`config.mk`:
```
export PLATFORM = sky130hd
export DESIGN_NAME = tpo_timer
export DESIGN_NICKNAME = d
export VERILOG_FILES = /design/src/rtl/tpo_pkg.sv /design/src/rtl/tpo_timer.sv
export SDC_FILE = /design/constraint.sdc
export NUM_CORES = 1
export LEC_CHECK = 0
export ABC_AREA = 0
export BUFFER_PORTS_ARGS = -buffer_cell sky130_fd_sc_hd__buf_2
export CAP_MARGIN = 15
export CORE_ASPECT_RATIO = 1.25
export CORE_MARGIN = 2
export CORE_UTILIZATION = 64
export CTS_BUF_LIST = sky130_fd_sc_hd__clkbuf_2 sky130_fd_sc_hd__clkbuf_4 sky130_fd_sc_hd__clkbuf_8
export DETAILED_ROUTE_END_ITERATION = 7
export PLACE_DENSITY_LB_ADDON = 0.25
export SLEW_MARGIN = 20
export SYNTH_ARGS = -nofsm -noshare
export SYNTH_HDL_FRONTEND = slang
export SYNTH_SLANG_ARGS = --single-unit
export TNS_END_PERCENT = 50
```
`constraint.sdc`:
```
create_clock -name aclk -period 6.8 [get_ports aclk]
set_input_delay 0.68 -clock aclk [delete_from_list [all_inputs] [get_ports aclk]]
set_output_delay 0.68 -clock aclk [all_outputs]
set_load 0.005 [all_outputs]
```
`src/rtl/tpo_pkg.sv`:
```
// package: constants, state and register layout of the pwm2 one-shot timer
package tpo_pkg;
    // ************
    // register map
    // ************
    localparam logic [4:0] OFS_CTRL = 5'h00;
    localparam logic [4:0] OFS_CFG  = 5'h04;
    localparam logic [4:0] OFS_PER  = 5'h08;
    localparam logic [4:0] OFS_END  = 5'h0C;
    localparam logic [4:0] OFS_WAIT = 5'h10;
    localparam logic [4:0] OFS_CNT  = 5'h14;
    localparam logic [4:0] OFS_STAT = 5'h18;
    // ************
    // fields
    // ************
    localparam int B_RUN  = 0;
    localparam int B_LVL  = 0;
    localparam int B_CLEAR_SELECT_BIT = 1;
    localparam int B_SRC  = 2;
    localparam int B_EDG  = 5;
    localparam int B_SOM  = 7;
    localparam int F_PER  = 0;
    localparam int F_END  = 1;
    localparam int F_WAIT = 2;
    localparam int F_OVF  = 3;
    localparam int B_RUNS = 4;
    localparam int B_TRG  = 5;
    localparam int B_OUT  = 6;
    // ************
    // codes and reset values
    // ************
    localparam logic [2:0]  SRC_D1  = 3'h0;
    localparam logic [2:0]  SRC_D2  = 3'h1;
    localparam logic [2:0]  SRC_D4  = 3'h2;
    localparam logic [2:0]  SRC_D8  = 3'h3;
    localparam logic [2:0]  SRC_D32 = 3'h4;
    localparam logic [2:0]  SRC_OSC = 3'h5;
    localparam logic [2:0]  SRC_EXT = 3'h6;
    localparam logic [1:0]  EDG_OFF  = 2'h0;
    localparam logic [1:0]  EDG_RISE = 2'h1;
    localparam logic [1:0]  EDG_FALL = 2'h2;
    localparam logic [15:0] CNT_MAX  = 16'hFFFF;
    localparam logic [15:0] CNT_ZERO = 16'h0000;
    localparam logic [1:0]  RSP_OK  = 2'h0;
    localparam logic [1:0]  RSP_ERR = 2'h2;

    typedef enum logic [2:0] {
        TPO_IDLE = 3'b001,
        TPO_ARM  = 3'b010,
        TPO_RUN  = 3'b100
    } tpo_fsm_e;

    typedef struct packed {
        tpo_fsm_e    fsm;
        logic        run;
        logic        lvl;
        logic        clear_select_bit;
        logic [2:0]  src;
        logic [1:0]  edg;
        logic        som;
        logic [15:0] per;
        logic [15:0] endv;
        logic [15:0] wtv;
        logic [15:0] cnt;
        logic [3:0]  flg;
        logic [4:0]  pre;
        logic [2:0]  csy;
        logic [2:0]  osy;
        logic [2:0]  tsy;
        logic        wout;
        logic        evt;
        logic        awr;
        logic        wr;
        logic        bv;
        logic [1:0]  bresp;
        logic        awh;
        logic [4:0]  awa;
        logic        wh;
        logic [31:0] wd;
        logic [3:0]  ws;
        logic        arr;
        logic        rv;
        logic [1:0]  rresp;
        logic [31:0] rd;
    } tpo_st_s;
endpackage

```
`src/rtl/tpo_timer.sv`:
```
// pwm2 one-shot timer: 16-bit counter, waveform pin, axi4-lite register slave
//
// The address map and the AXI4-Lite register port were decided locally.
`timescale 1ns/1ps
// Function
// - count source: dividers, fast osc, external clock
// - free period lasts m plus one ticks
// - active width is n minus p ticks
// - output active p plus one ticks after start
// - active after wait, inactive later, one-shot halts
// - no trigger or no stop: run bit starts
// - trigger and stop-on-match enabled, run: edge starts count
// - run bit zero stops, initial level, count kept
// - stop-on-match: period match stops, initial level
// - period stop keeps or clears counter per bit
// - without stop-on-match counter runs continuously
// - event on any compare match and overflow
// - trigger pin port or trigger, wave pin output
// - level select bit sets output polarity
// - trigger edge rising, falling or both
module tpo_timer #(
    parameter int ADDR_W = 8
) (
    // clock and reset
    input  wire logic              aclk,
    input  wire logic              aresetn,
    // axi4-lite write
    input  wire logic [ADDR_W-1:0] s_axi_awaddr,
    input  wire logic              s_axi_awvalid,
    output logic                   s_axi_awready,
    input  wire logic [31:0]       s_axi_wdata,
    input  wire logic [3:0]        s_axi_wstrb,
    input  wire logic              s_axi_wvalid,
    output logic                   s_axi_wready,
    output logic [1:0]             s_axi_bresp,
    output logic                   s_axi_bvalid,
    input  wire logic              s_axi_bready,
    // axi4-lite read
    input  wire logic [ADDR_W-1:0] s_axi_araddr,
    input  wire logic              s_axi_arvalid,
    output logic                   s_axi_arready,
    output logic [31:0]            s_axi_rdata,
    output logic [1:0]             s_axi_rresp,
    output logic                   s_axi_rvalid,
    input  wire logic              s_axi_rready,
    // pins and clocks from outside
    input  wire logic              ext_count_clock_pin,
    input  wire logic              fast_internal_osc_clk,
    input  wire logic              ext_trigger_pin,
    // waveform and event
    output logic                   wave_out_pin,
    output logic                   event_pulse
);
    // ************
    // checks and state
    // ************
    if (ADDR_W < 6) begin : g_addr_chk // decode needs bits 4:0 and an upper bit
        $error("tpo_timer: ADDR_W below 6");
    end

    tpo_pkg::tpo_st_s st;
    tpo_pkg::tpo_st_s nx;
    logic             tick;
    logic             trg_edge;
    logic             hit_per;
    logic             hit_end;
    logic             hit_wait;
    logic             do_wr;
    logic             ctrl_wr;
    logic             start_wr;
    logic [31:0]      wmask;
    logic [31:0]      wval;
    logic [31:0]      rval;
    logic             rhit;
    logic [3:0]       fset;

    // byte lanes of the pending write become a bit mask
    genvar gi;
    generate
        for (gi = 0; gi < 4; gi++) begin : g_strb
            assign wmask[8*gi +: 8] = {8{st.ws[gi]}};
        end
    endgenerate

    // ************
    // count source and trigger decode
    // ************
    // only the second and third sync stages are looked at
    always_comb begin
        case (st.src)
            tpo_pkg::SRC_D1:  tick = 1'b1;
            tpo_pkg::SRC_D2:  tick = &st.pre[0];
            tpo_pkg::SRC_D4:  tick = &st.pre[1:0];
            tpo_pkg::SRC_D8:  tick = &st.pre[2:0];
            tpo_pkg::SRC_D32: tick = &st.pre;
            tpo_pkg::SRC_OSC: tick = st.osy[1] & ~st.osy[2];
            tpo_pkg::SRC_EXT: tick = st.csy[1] & ~st.csy[2];
            default:          tick = 1'b0;
        endcase
        case (st.edg)
            tpo_pkg::EDG_OFF:  trg_edge = 1'b0;
            tpo_pkg::EDG_RISE: trg_edge = st.tsy[1] & ~st.tsy[2];
            tpo_pkg::EDG_FALL: trg_edge = ~st.tsy[1] & st.tsy[2];
            default:           trg_edge = st.tsy[1] ^ st.tsy[2];
        endcase
    end

    // compares against the counter
    assign hit_per  = st.cnt == st.per;
    assign hit_end  = st.cnt == st.endv;
    assign hit_wait = st.cnt == st.wtv;

    // write strobes of the register file
    assign do_wr    = st.awh & st.wh & ~st.bv;
    assign wval     = st.wd & wmask;
    assign ctrl_wr  = do_wr && st.awa == tpo_pkg::OFS_CTRL && st.ws[0];
    assign start_wr = ctrl_wr && st.wd[tpo_pkg::B_RUN] && st.fsm == tpo_pkg::TPO_IDLE;

    // ************
    // read mux
    // ************
    always_comb begin
        rval = 32'h0000_0000;
        rhit = 1'b1;
        case (s_axi_araddr[4:0])
            tpo_pkg::OFS_CTRL: rval[tpo_pkg::B_RUN] = st.run;
            tpo_pkg::OFS_CFG: begin
                rval[tpo_pkg::B_LVL]        = st.lvl;
                rval[tpo_pkg::B_CLEAR_SELECT_BIT]       = st.clear_select_bit;
                rval[tpo_pkg::B_SRC +: 3]   = st.src;
                rval[tpo_pkg::B_EDG +: 2]   = st.edg;
                rval[tpo_pkg::B_SOM]        = st.som;
            end
            tpo_pkg::OFS_PER:  rval[15:0] = st.per;
            tpo_pkg::OFS_END:  rval[15:0] = st.endv;
            tpo_pkg::OFS_WAIT: rval[15:0] = st.wtv;
            tpo_pkg::OFS_CNT:  rval[15:0] = st.cnt;
            tpo_pkg::OFS_STAT: begin
                rval[3:0]                = st.flg;
                rval[tpo_pkg::B_RUNS]    = st.fsm == tpo_pkg::TPO_RUN;
                rval[tpo_pkg::B_TRG]     = st.tsy[1];
                rval[tpo_pkg::B_OUT]     = st.wout;
            end
            default: rhit = 1'b0;
        endcase
        if (s_axi_araddr[ADDR_W-1:5] != '0) begin
            rhit = 1'b0;
        end
    end

    // ************
    // next state
    // ************
    always_comb begin
        nx   = st;
        fset = 4'h0;
        // synchronisers and prescaler
        nx.csy = {st.csy[1:0], ext_count_clock_pin};
        nx.osy = {st.osy[1:0], fast_internal_osc_clk};
        nx.tsy = {st.tsy[1:0], ext_trigger_pin};
        nx.pre = st.pre + 5'h01;
        nx.evt = 1'b0;

        // counting engine
        case (st.fsm)
            tpo_pkg::TPO_IDLE: begin
                nx.wout = st.lvl;
            end
            tpo_pkg::TPO_ARM: begin
                nx.wout = st.lvl;
                if (trg_edge) begin
                    nx.fsm = tpo_pkg::TPO_RUN;
                end
            end
            tpo_pkg::TPO_RUN: begin
                if (tick) begin
                    fset[tpo_pkg::F_PER]  = hit_per;
                    fset[tpo_pkg::F_END]  = hit_end;
                    fset[tpo_pkg::F_WAIT] = hit_wait;
                    if (hit_wait) begin
                        nx.wout = ~st.lvl;
                    end
                    if (hit_end) begin
                        nx.wout = st.lvl;
                    end
                    if (hit_per && st.som) begin
                        // one-shot: halt, then re-arm if a trigger is in use
                        nx.wout = st.lvl;
                        nx.cnt  = st.clear_select_bit ? tpo_pkg::CNT_ZERO : st.cnt;
                        if (st.edg == tpo_pkg::EDG_OFF) begin
                            nx.fsm = tpo_pkg::TPO_IDLE;
                            nx.run = 1'b0;
                        end else begin
                            nx.fsm = tpo_pkg::TPO_ARM;
                        end
                    end else if (hit_per) begin
                        nx.cnt  = tpo_pkg::CNT_ZERO;
                        nx.wout = st.lvl;
                    end else begin
                        fset[tpo_pkg::F_OVF] = st.cnt == tpo_pkg::CNT_MAX;
                        nx.cnt = st.cnt + 16'h0001;
                    end
                end
            end
            default: nx.fsm = tpo_pkg::TPO_IDLE;
        endcase
        nx.evt = |fset;

        // axi write channels, taken in either order
        if (s_axi_awvalid && st.awr) begin
            nx.awh = 1'b1;
            nx.awa = s_axi_awaddr[4:0];
            nx.awr = 1'b0;
        end
        if (s_axi_wvalid && st.wr) begin
            nx.wh = 1'b1;
            nx.wd = s_axi_wdata;
            nx.ws = s_axi_wstrb;
            nx.wr = 1'b0;
        end
        if (do_wr) begin
            nx.awh   = 1'b0;
            nx.wh    = 1'b0;
            nx.bv    = 1'b1;
            nx.bresp = tpo_pkg::RSP_OK;
            case (st.awa)
                tpo_pkg::OFS_CTRL: begin
                    if (ctrl_wr) begin
                        nx.run = st.wd[tpo_pkg::B_RUN];
                        if (!st.wd[tpo_pkg::B_RUN]) begin
                            nx.fsm  = tpo_pkg::TPO_IDLE;
                            nx.wout = st.lvl;
                            nx.cnt  = st.cnt;
                        end else if (start_wr) begin
                            // trigger gates the start only in one-shot use
                            if (st.edg == tpo_pkg::EDG_OFF || !st.som) begin
                                nx.fsm = tpo_pkg::TPO_RUN;
                            end else begin
                                nx.fsm = tpo_pkg::TPO_ARM;
                            end
                        end
                    end
                end
                tpo_pkg::OFS_CFG: begin
                    if (st.ws[0]) begin
                        nx.lvl  = st.wd[tpo_pkg::B_LVL];
                        nx.clear_select_bit = st.wd[tpo_pkg::B_CLEAR_SELECT_BIT];
                        nx.src  = st.wd[tpo_pkg::B_SRC +: 3];
                        nx.edg  = st.wd[tpo_pkg::B_EDG +: 2];
                        nx.som  = st.wd[tpo_pkg::B_SOM];
                    end
                end
                tpo_pkg::OFS_PER:  nx.per  = (st.per & ~wmask[15:0]) | wval[15:0];
                tpo_pkg::OFS_END:  nx.endv = (st.endv & ~wmask[15:0]) | wval[15:0];
                tpo_pkg::OFS_WAIT: nx.wtv  = (st.wtv & ~wmask[15:0]) | wval[15:0];
                tpo_pkg::OFS_CNT:  nx.cnt  = (st.cnt & ~wmask[15:0]) | wval[15:0];
                tpo_pkg::OFS_STAT: nx.flg  = st.flg & ~wval[3:0];
                default:           nx.bresp = tpo_pkg::RSP_ERR;
            endcase
        end
        // a new event beats a clear in the same cycle
        nx.flg = nx.flg | fset;
        if (st.bv && s_axi_bready) begin
            nx.bv  = 1'b0;
            nx.awr = 1'b1;
            nx.wr  = 1'b1;
        end

        // axi read channel, one outstanding read
        if (s_axi_arvalid && st.arr) begin
            nx.arr   = 1'b0;
            nx.rv    = 1'b1;
            nx.rd    = rval;
            nx.rresp = rhit ? tpo_pkg::RSP_OK : tpo_pkg::RSP_ERR;
        end
        if (st.rv && s_axi_rready) begin
            nx.rv  = 1'b0;
            nx.arr = 1'b1;
        end
    end

    // ************
    // state register
    // ************
    always_ff @(posedge aclk) begin
        if (!aresetn) begin
            st     <= '0;
            st.fsm <= tpo_pkg::TPO_IDLE;
            st.awr <= 1'b1;
            st.wr  <= 1'b1;
            st.arr <= 1'b1;
        end else begin
            st <= nx;
        end
    end

    // outputs straight from the state flops
    assign s_axi_awready = st.awr;
    assign s_axi_wready  = st.wr;
    assign s_axi_bvalid  = st.bv;
    assign s_axi_bresp   = st.bresp;
    assign s_axi_arready = st.arr;
    assign s_axi_rvalid  = st.rv;
    assign s_axi_rdata   = st.rd;
    assign s_axi_rresp   = st.rresp;
    assign wave_out_pin  = st.wout;
    assign event_pulse   = st.evt;

    // ************
    // assertions
    // ************
    logic run_tk;
    assign run_tk = st.fsm == tpo_pkg::TPO_RUN && tick && !do_wr;
endmodule

```
# --- Yosys cells after proc, flatten, opt, wreduce, memory -nomap -nowiden ---
# Cells that the tools add are included.
totals:
  regBits: 146
  latchBits: 0
  ram_bits: 0
  mem_bits_ro: 0
  input_bits: 62
  out_inout_bits: 43
  wordCells: 170
  mem_count: 0
classes:
  n_addsub: 2
  mul: 0
  div: 0
  order_cmp: 0
  n_eq_ne: 28
  shifts: 0
  mux: 51
  bitwise: 27
  reduce_logical: 31
op_table:
  columns: ["op", "n"]
  rows:
  - ["16-bit 2-to-1 mux", 10]
  - ["16-bit bitwise AND", 5]
  - ["80-bit 2-to-1 mux", 1]
  - ["16-bit OR", 4]
  - ["16-bit equality test", 3]
  - ["6-bit case mux with 6 select lines", 1]
  - ["16-bit case mux with 2 select lines", 1]
  - ["8-bit case mux with 4 select lines", 1]
  - ["5-bit equality test (second input constant)", 6]
  - ["4-bit 2-to-1 mux", 7]
  - ["5-bit by 4-bit equality test with 1-bit output (second input constant)", 4]
  - ["16-bit by 1-bit adder with 16-bit output (second input constant)", 1]
  - ["16-bit equality test (second input constant)", 1]
  - ["8-bit 2-to-1 mux", 2]
  - ["16-bit inverter", 1]
  - ["1-bit 2-to-1 mux", 15]
  - ["1-bit case mux with 7 select lines", 2]
  - ["7-bit OR reduction", 2]
  - ["3-bit equality test (second input constant)", 4]
  - ["3-bit 2-to-1 mux", 4]
  - ["5-bit by 3-bit equality test with 1-bit output (second input constant)", 2]
  - ["1-bit logical AND", 10]
  - ["5-bit logical NOT", 2]
  - ["3-bit by 2-bit equality test with 1-bit output (second input constant)", 3]
  - ["26 further kinds", 47]

# --- Longest topological paths before layout ---
# Gate-level depths: netlist (run 1).
logic_depth:
  depth_word: 12
  ltp_mapped: 11

# --- Least setup slack after synthesis (run 1) ---
# Ideal clock, no wire load.
synth_timing:
  path_kind: "register to register"
  start: "register st[95] in the netlist's numbering"
  end: "register (tool-made name)"
  setup_time_ns: 0.058
  arrival_ns: 2.391
  path_slack_ns: 4.351
  path_stages_with_launch: 12
  path_buffers: 1
  path_cell_list: "dfxtp_1 ha_1 and3_1 ha_1 nor3_1 a211oi_2 o22ai_2 or3_1 buf_2 or4_1 a21oi_1 o21a_1"
synth_rtl:
  columns: ["item", "line", "source"]
  rows:
  - ["start: declaration", "tpo_timer.sv:61", "tpo_pkg::tpo_st_s st;"]
  - ["start signal: assignment", "tpo_timer.sv:293", "st <= nx;"]

==> impl_metrics.toml, run 1 <==
[outcome]
result_of_the_run = "completed"

[worst_setup_path]
critical_path_end_type = "flip-flop"
crit_start = "st[95]"
r2r_cells = 10
regToRegSetupSlack_ns = 3.86
setup.worst_path.start_class = "flip-flop"
worstPathMaxFanout = 12
worst_r2r_startpoint = "st[95]"
timing.critical_path.required_ns = 7.08
worst-setup-path-type = "reg2reg"
worst-endpoint-arrival_ns = 3.23

[synth]
dominantRegCellSynth = "dfxtp_1"
synth-xor-area-share_pct = 5.96
syn-mean-instance-area_um2 = 8.08
share_of_synthesized_cell_area_in_and_or_nand_and_nor_gates_pct = 21.8
synthesis.instances = 927
synth-async-reset-ratio_pct = 0
post_synth_instance_area_mm2 = 0.00749
synth_enable_flop_cells = 0
synth-warning-count = 0
synth_top_family_by_area = "simple AND/OR/NAND/NOR gates"
synth-compound-area-share_pct = 16.6
yosys_register_bits = 144
synth_cell_types = 63
yosys.area_share.adder_pct = 1.00
synth_mux_area_share_pct = 7.96
seq_area_frac_synth_pct = 38.5

[global_route]
overflow = 0
global_route.peak_usage_layer = "met2"
groute.layer.met3.usage_pct = 6.88
gr-usage-met1_pct = 41.3
first_global_vias = 6018
grt_start_max_net_pins = 93
track_usage_pct = 30.8
antenna_found_initial = 0
grt_first_pass_wirelength_mm = 30.5
met2_usage_pct = 47.2

[timing]
fin_hold_ws_ns = 0.442
pin_slew_with_the_least_headroom_to_its_limit_ns = 0.980
rsz0062_at_grt = "false"
setup_tns_ns = 0
clock_skew_ns = 0.0143
fin_crit_sh_pct = 43.3
achievable-frequency_mhz = 340
hold_violations = 0
timing_max_transition_violations_final = 0
period_minus_slack_ns = 2.94
rel_slew_slack_pct = 34.3
setup_violators_final = 0

[job]
maxCapViolCount = 0

[route]
dr_total_vias = 6702
drtPass1Iterations = 6
routed_via_density = 6.21
antenna_violating_nets_post_route = 0
wl_per_cell_um = 17.8
drc = 0
drtIter0Drc = 918
routed_wirelength_mm = 19.2

[cts]
clock_tree_from_tritoncts = "done"
clock-root-buffer = "clkbuf_8"
clkLatencyLatePin_ns = 0.45
clkTransAtPathRegs_ns = 0.08
numClockSinks = 144
htree_levels = 4
cts_buffers = 17
cts_hold_buffers = 0
cts.repair_timing.setup_buffer_count = 0
clockBufferDepth = 2
cts-resized-gates = 0

[floorplanning]
initial_utilization_pct = 65.1
die-height_um = 125
placeableCoreArea_mm2 = 0.0115
dieArea_mm2 = 0.0126
die_w_um = 101
rows = 44
ioPinCount = 105

[place]
dpl_cell_area_mm2 = 0.00755
hpwlAfterDp_mm = 13.4
place_congestion = 0.967
portBuffers = 65

[hold_path]
whs_path_depth = 2
timing.hold.worst.class = "in2reg"
worstHoldStart = "ext_count_clock_pin"

[cells_and_area]
utilization_pct = 69.4
areaGrowthSynthToFinish_pct = 6.51
nNetsFinal = 997
antennaDiodeCount = 0
finalInstanceArea_mm2 = 0.00798
commonest_cells_after_routing_fill_and_taps_aside = "dfxtp_1 (144), nand2_1 (108), nor2_1 (104)"
post_route_cells_drive_above_1_share_pct = 14.1
final_common_cell = "dfxtp_1"

[power_and_ir_drop]
cellLeakagePower_nw = 3.30
pwr_density_cell_mw_per_mm2 = 213
max-vdd-ir-drop_mv = 0.159
## synthesized netlist by cell type (3+ instances only)
cell      instances  share of area, %
nand2_1         108               5.4
a21oi_1          87               5.8
buf_4            36               3.6
a22o_1            9               1.1
nand4_1          11              0.92
and3_1            9              0.75
xor2_1           33               3.9
a221oi_1          8              0.94
o21ai_0          47               3.1
a22oi_1           7              0.70
xnor2_1          18               2.1
or2_2             4              0.33
nor2b_1           5              0.42
dfxtp_1         144                38
ha_1              6               1.0
a31oi_1           7              0.58
nor2_1          104               5.2
o21a_1            3              0.30
mux2_2           13               2.0
nor4_1           15               1.3
nand3_1          33               2.2
inv_1            16              0.80
a222oi_1          9               1.2
clkbuf_1         44               2.2
mux2i_1          45               6.0
buf_2            20               1.3
nor3_1           11              0.73
nand3b_1          3              0.30
nand2b_1          6              0.50
and2_1           17               1.4
o31ai_1           6              0.60
buf_1             4              0.20
## power breakdown
group	internal [mW]	switching, mW
combinational	0.0349	0.0592
sequential	0.861	0.0253
clock	0.388	0.334
## cell type report
class / count / area [µm²]
well taps: 138 / 173
clock inverters: 12 / 158
multi-input cells: 679 / 4070
fillers: 982 / 3520
repair buffers: 70 / 363
flip-flops and latches: 144 / 2880
inverters: 17 / 63.8
clock buffers: 20 / 269
## metrics by stage
stage | power, mW | setup slack (ns) | std cells
after floorplan | 0.972 | 4.35 | 944
after global placement | 0.997 | 3.86 | 1048
after detailed placement | 0.999 | 3.84 | 1048
after CTS | 1.71 | 3.86 | 1080
after global routing | 1.76 | 3.65 | 1080
final | 1.70 | 3.86 | 1080
## how the worst min path moves through the flow
stage	slack, ns	to
3_3_place_gp	0.42	nx[88]
6_report	0.44	nx[93]
5_1_grt	0.44	nx[93]
3_5_place_dp	0.43	nx[94]
4_1_cts	0.43	nx[90]
2_1_floorplan	0.41	nx[88]
## metal layers
metal  vias up  part of all wire [%]
met5         -                     0
met4         0                   4.3
met3        70                   8.2
met2       323                    46
met1      3115                    42
li1       3194                     -
## critical path: stages (launching register included)
cell and delay [ns]:
dfxtp_1 0.40, ha_1 0.24, and3_1 0.18, ha_1 0.15, nor3_1 0.05, a211oi_2 0.27
o22ai_2 0.19, a311oi_2 0.78, o21ai_0 0.20, a21oi_1 0.21, o32ai_1 0.10
## logic make-up after synthesis
kind of cell	after synthesis
other cells	1
buf+inv	121
compound gates	202
simple gates	344
flops	144
mux	58
fa+ha+maj	6
xor+xnor	51
Note: power is estimated with default switching activity, not from simulation.
==> run 2: changes to the inputs <==
--- a/config.mk
+++ b/config.mk
@@ -5,12 +5,12 @@
 export SDC_FILE = /design/constraint.sdc
 export NUM_CORES = 1
 export LEC_CHECK = 0
-export ABC_AREA = 0
+export ABC_AREA = 1
 export BUFFER_PORTS_ARGS = -buffer_cell sky130_fd_sc_hd__buf_2
 export CAP_MARGIN = 15
 export CORE_ASPECT_RATIO = 1.25
 export CORE_MARGIN = 2
-export CORE_UTILIZATION = 64
+export CORE_UTILIZATION = 55
 export CTS_BUF_LIST = sky130_fd_sc_hd__clkbuf_2 sky130_fd_sc_hd__clkbuf_4 sky130_fd_sc_hd__clkbuf_8
 export DETAILED_ROUTE_END_ITERATION = 7
 export PLACE_DENSITY_LB_ADDON = 0.25
==> constraint.sdc (replaced) <==
create_clock -name aclk -period 2.54 [get_ports aclk]
set_input_delay 0.254 -clock aclk [delete_from_list [all_inputs] [get_ports aclk]]
set_output_delay 0.254 -clock aclk [all_outputs]
set_load 0.005 [all_outputs]
==> run 2 against run 1 <==
Setup slack worse by 3.6 ns. Register-to-register slack got worse by 3.6 ns. Maximum frequency up 31%. Clock power increased to 2.5 times the previous value. Sequential cell count stayed put. Routed wire length grew 18%. Largest power group unchanged. Critical path type unchanged. Cell area up 10%. Total power grew to 2.7 times the previous value. Highest routed layer unchanged. Count of clock-buffer cells in the layout unchanged.
==> impl_metrics.toml, run 2 <==
[route]
met2WireLength_mm = 10.3
drc = 0
met3_length_mm = 1.66
routed_wirelength_mm = 22.7
routed_via_density = 5.57
drtPass1Iterations = 5
dr_total_vias = 7584
antenna_violating_nets_post_route = 0
maxUsedRoutingLayer = "met4"
wl_per_cell_um = 16.7
drtIter0Drc = 687
detail_route.wirelength.met1_mm = 9.64

[global_route]
grt_start_max_net_pins = 46
first_global_vias = 7062
track_usage_pct = 29.3
grt_first_pass_wirelength_mm = 36.3
antenna_found_initial = 0
overflow = 0

[synth]
dominantRegCellSynth = "dfxtp_1"
synthesis.instances = 1125
synth_enable_flop_cells = 0
post_synth_instance_area_mm2 = 0.00811
netlist_top_cells_area = "dfxtp_1 (36%), nand2_1 (11%), a21oi_1 (7.3%), o21ai_0 (6.5%), inv_1 (4.5%)"
seq_area_frac_synth_pct = 35.5
synth_cell_types = 51
yosys_register_bits = 144
synthMostInstantiatedCell = "nand2_1"
synth.largest_area_cell = "dfxtp_1"
syn-mean-instance-area_um2 = 7.21
fraction_of_post_synthesis_cell_area_in_the_top_cell_type_by_area_pct = 35.5
synth-async-reset-ratio_pct = 0
synthTopCellsByCount = "nand2_1 (244), dfxtp_1 (144), a21oi_1 (119), o21ai_0 (105), inv_1 (98)"
synth-warning-count = 0

[hold_path]
worstHoldStart = "s_axi_awaddr[0]"
whs_path_depth = 3
worst_hold_path.endpoint = "st[73]"
timing.hold.worst.class = "in2reg"

[timing]
setup_violators_final = 0
setup_tns_ns = 0
fin_crit_sh_pct = 88.7
rel_slew_slack_pct = 54.5
final.setup.worst_slack_ns = 0.288
pin_slew_with_the_least_headroom_to_its_limit_ns = 0.681
hold_violations = 0
fin_hold_ws_ns = 0.0454
timing_max_transition_violations_final = 0
period_minus_slack_ns = 2.25
rsz0062_at_grt = "false"
achievable-frequency_mhz = 444
clock_skew_ns = 0.0114

[worst_setup_path]
r2r_cells = 15
worstPathMaxFanout = 13
critical_path_end_type = "flip-flop"
worst-setup-path-type = "reg2reg"
worst-endpoint-arrival_ns = 2.61
setup.worst_path.start_class = "flip-flop"
timing.critical_path.mode_cell = "nand2_1"
crit_chain = "ha_1, nand2_1, nor2_1, ha_1, inv_1, nand2_1, nand2_1, nand2_1, nand3_2, nor2_4, inv_2, a31oi_1, nor2_1, o21ai_1, nand2_1"
timing.critical_path.required_ns = 2.90
regToRegSetupSlack_ns = 0.29
critical-path-max-stage-delay_ns = 0.37
cp_slowest_cell = "dfxtp_1"
worst_r2r_startpoint = "st[95]"

[place]
place_congestion = 0.985
dpl_cell_area_mm2 = 0.00838
hpwlAfterDp_mm = 16.9
portBuffers = 65
dpl_worst_slack_ns = 0.323

[power_and_ir_drop]
report.power.total_mw = 4.60
cellLeakagePower_nw = 3.75
max-vdd-ir-drop_mv = 0.413
pwr_density_cell_mw_per_mm2 = 522

[cells_and_area]
antennaDiodeCount = 0
commonest_cells_after_routing_fill_and_taps_aside = "nand2_1 (244), dfxtp_1 (144), a21oi_1 (119)"
areaGrowthSynthToFinish_pct = 8.58
final_common_cell = "nand2_1"
post_route_cells_drive_above_1_share_pct = 18.0
nNetsFinal = 1238
finalInstanceArea_mm2 = 0.00881
final.fill_count = 1369

[cts]
cts.repair_timing.setup_buffer_count = 0
cts_buffers = 17
clockBufferDepth = 2
clkLatencyLatePin_ns = 0.47
clock-root-buffer = "clkbuf_8"
clkTransAtPathRegs_ns = 0.08
clock_tree_from_tritoncts = "done"
numClockSinks = 144
htree_levels = 4

[floorplanning]
rows = 49
placeableCoreArea_mm2 = 0.0144
ioPinCount = 105
dieArea_mm2 = 0.0157
initial_utilization_pct = 56.3
die_w_um = 113
die-height_um = 140

[outcome]
result_of_the_run = "completed"

[job]
maxCapViolCount = 0
## run 2: layout make-up
class	count	area (µm²)	area share, %
Multi-Input combinational cell	788	4230	48.0
Sequential cell	144	2880	32.7
Timing Repair Buffer	101	631	7.16
Inverter	118	454	5.16
Clock buffer	20	256	2.91
Tap cell	178	223	2.53
Clock inverter	12	134	1.52
## run 2: timing repair
| action | CTS | global route |
|---|---|---|
| hold buffers | 4 | 0 |
| endpoints found under the hold margin | 4 | 0 |
| resized for setup | 0 | 0 |
## run 2: critical path: cells and delay by family (launching register included)
| family | cells | cell delay, ns |
|---|---|---|
| compound gates | 2 | 0.43 |
| fa+ha+maj | 2 | 0.35 |
| buf+inv | 2 | 0.20 |
| flops | 1 | 0.37 |
| simple gates | 9 | 0.80 |
## run 2: cell families (layout without fill, tap and decap cells)
| group | after synthesis | count (layout) | synth area share (%) |
|---|---|---|---|
| AO/OA/AOI/OAI | 293 | 293 | 20.3 |
| XOR/XNOR | 39 | 39 | 4.30 |
| adder cells (fa/ha/maj) | 6 | 6 | 0.926 |
| buffers and inverters | 210 | 251 | 13.1 |
| flip-flops | 144 | 144 | 35.5 |
| other | 1 | 18 | 0.0462 |
| AND/OR/NAND/NOR | 432 | 432 | 25.8 |
## run 2: through the flow
step	cells	util, %
after global routing	1361	61.1
after CTS	1361	61.1
after detailed placement	1325	58.1
final	1361	61.1
after global placement	1325	58.1
after floorplan	1142	-
## run 2: how the worst max path moves through the flow
stage,start,to,slack [ns]
6_report,st[95],flip-flop,0.29
5_1_grt,st[95],flip-flop,0.0008
4_1_cts,st[95],flip-flop,0.30
3_5_place_dp,st[95],flip-flop,0.32
3_3_place_gp,st[95],flip-flop,0.39
2_1_floorplan,st[95],flip-flop,0.68
## run 2: routing by layer
layer	track usage, %	up-vias
met2	45.2	327
met1	38.9	3434
met5	0	-
met3	4.75	66
met4	16.2	0
li1	-	3757
## run 2: power by group
| part | leakage [nW] | switching, mW | internal (mW) |
|---|---|---|---|
| registers | 1.17 | 0.0418 | 2.32 |
| clock network | 0.198 | 0.919 | 0.910 |
| logic | 2.38 | 0.277 | 0.129 |
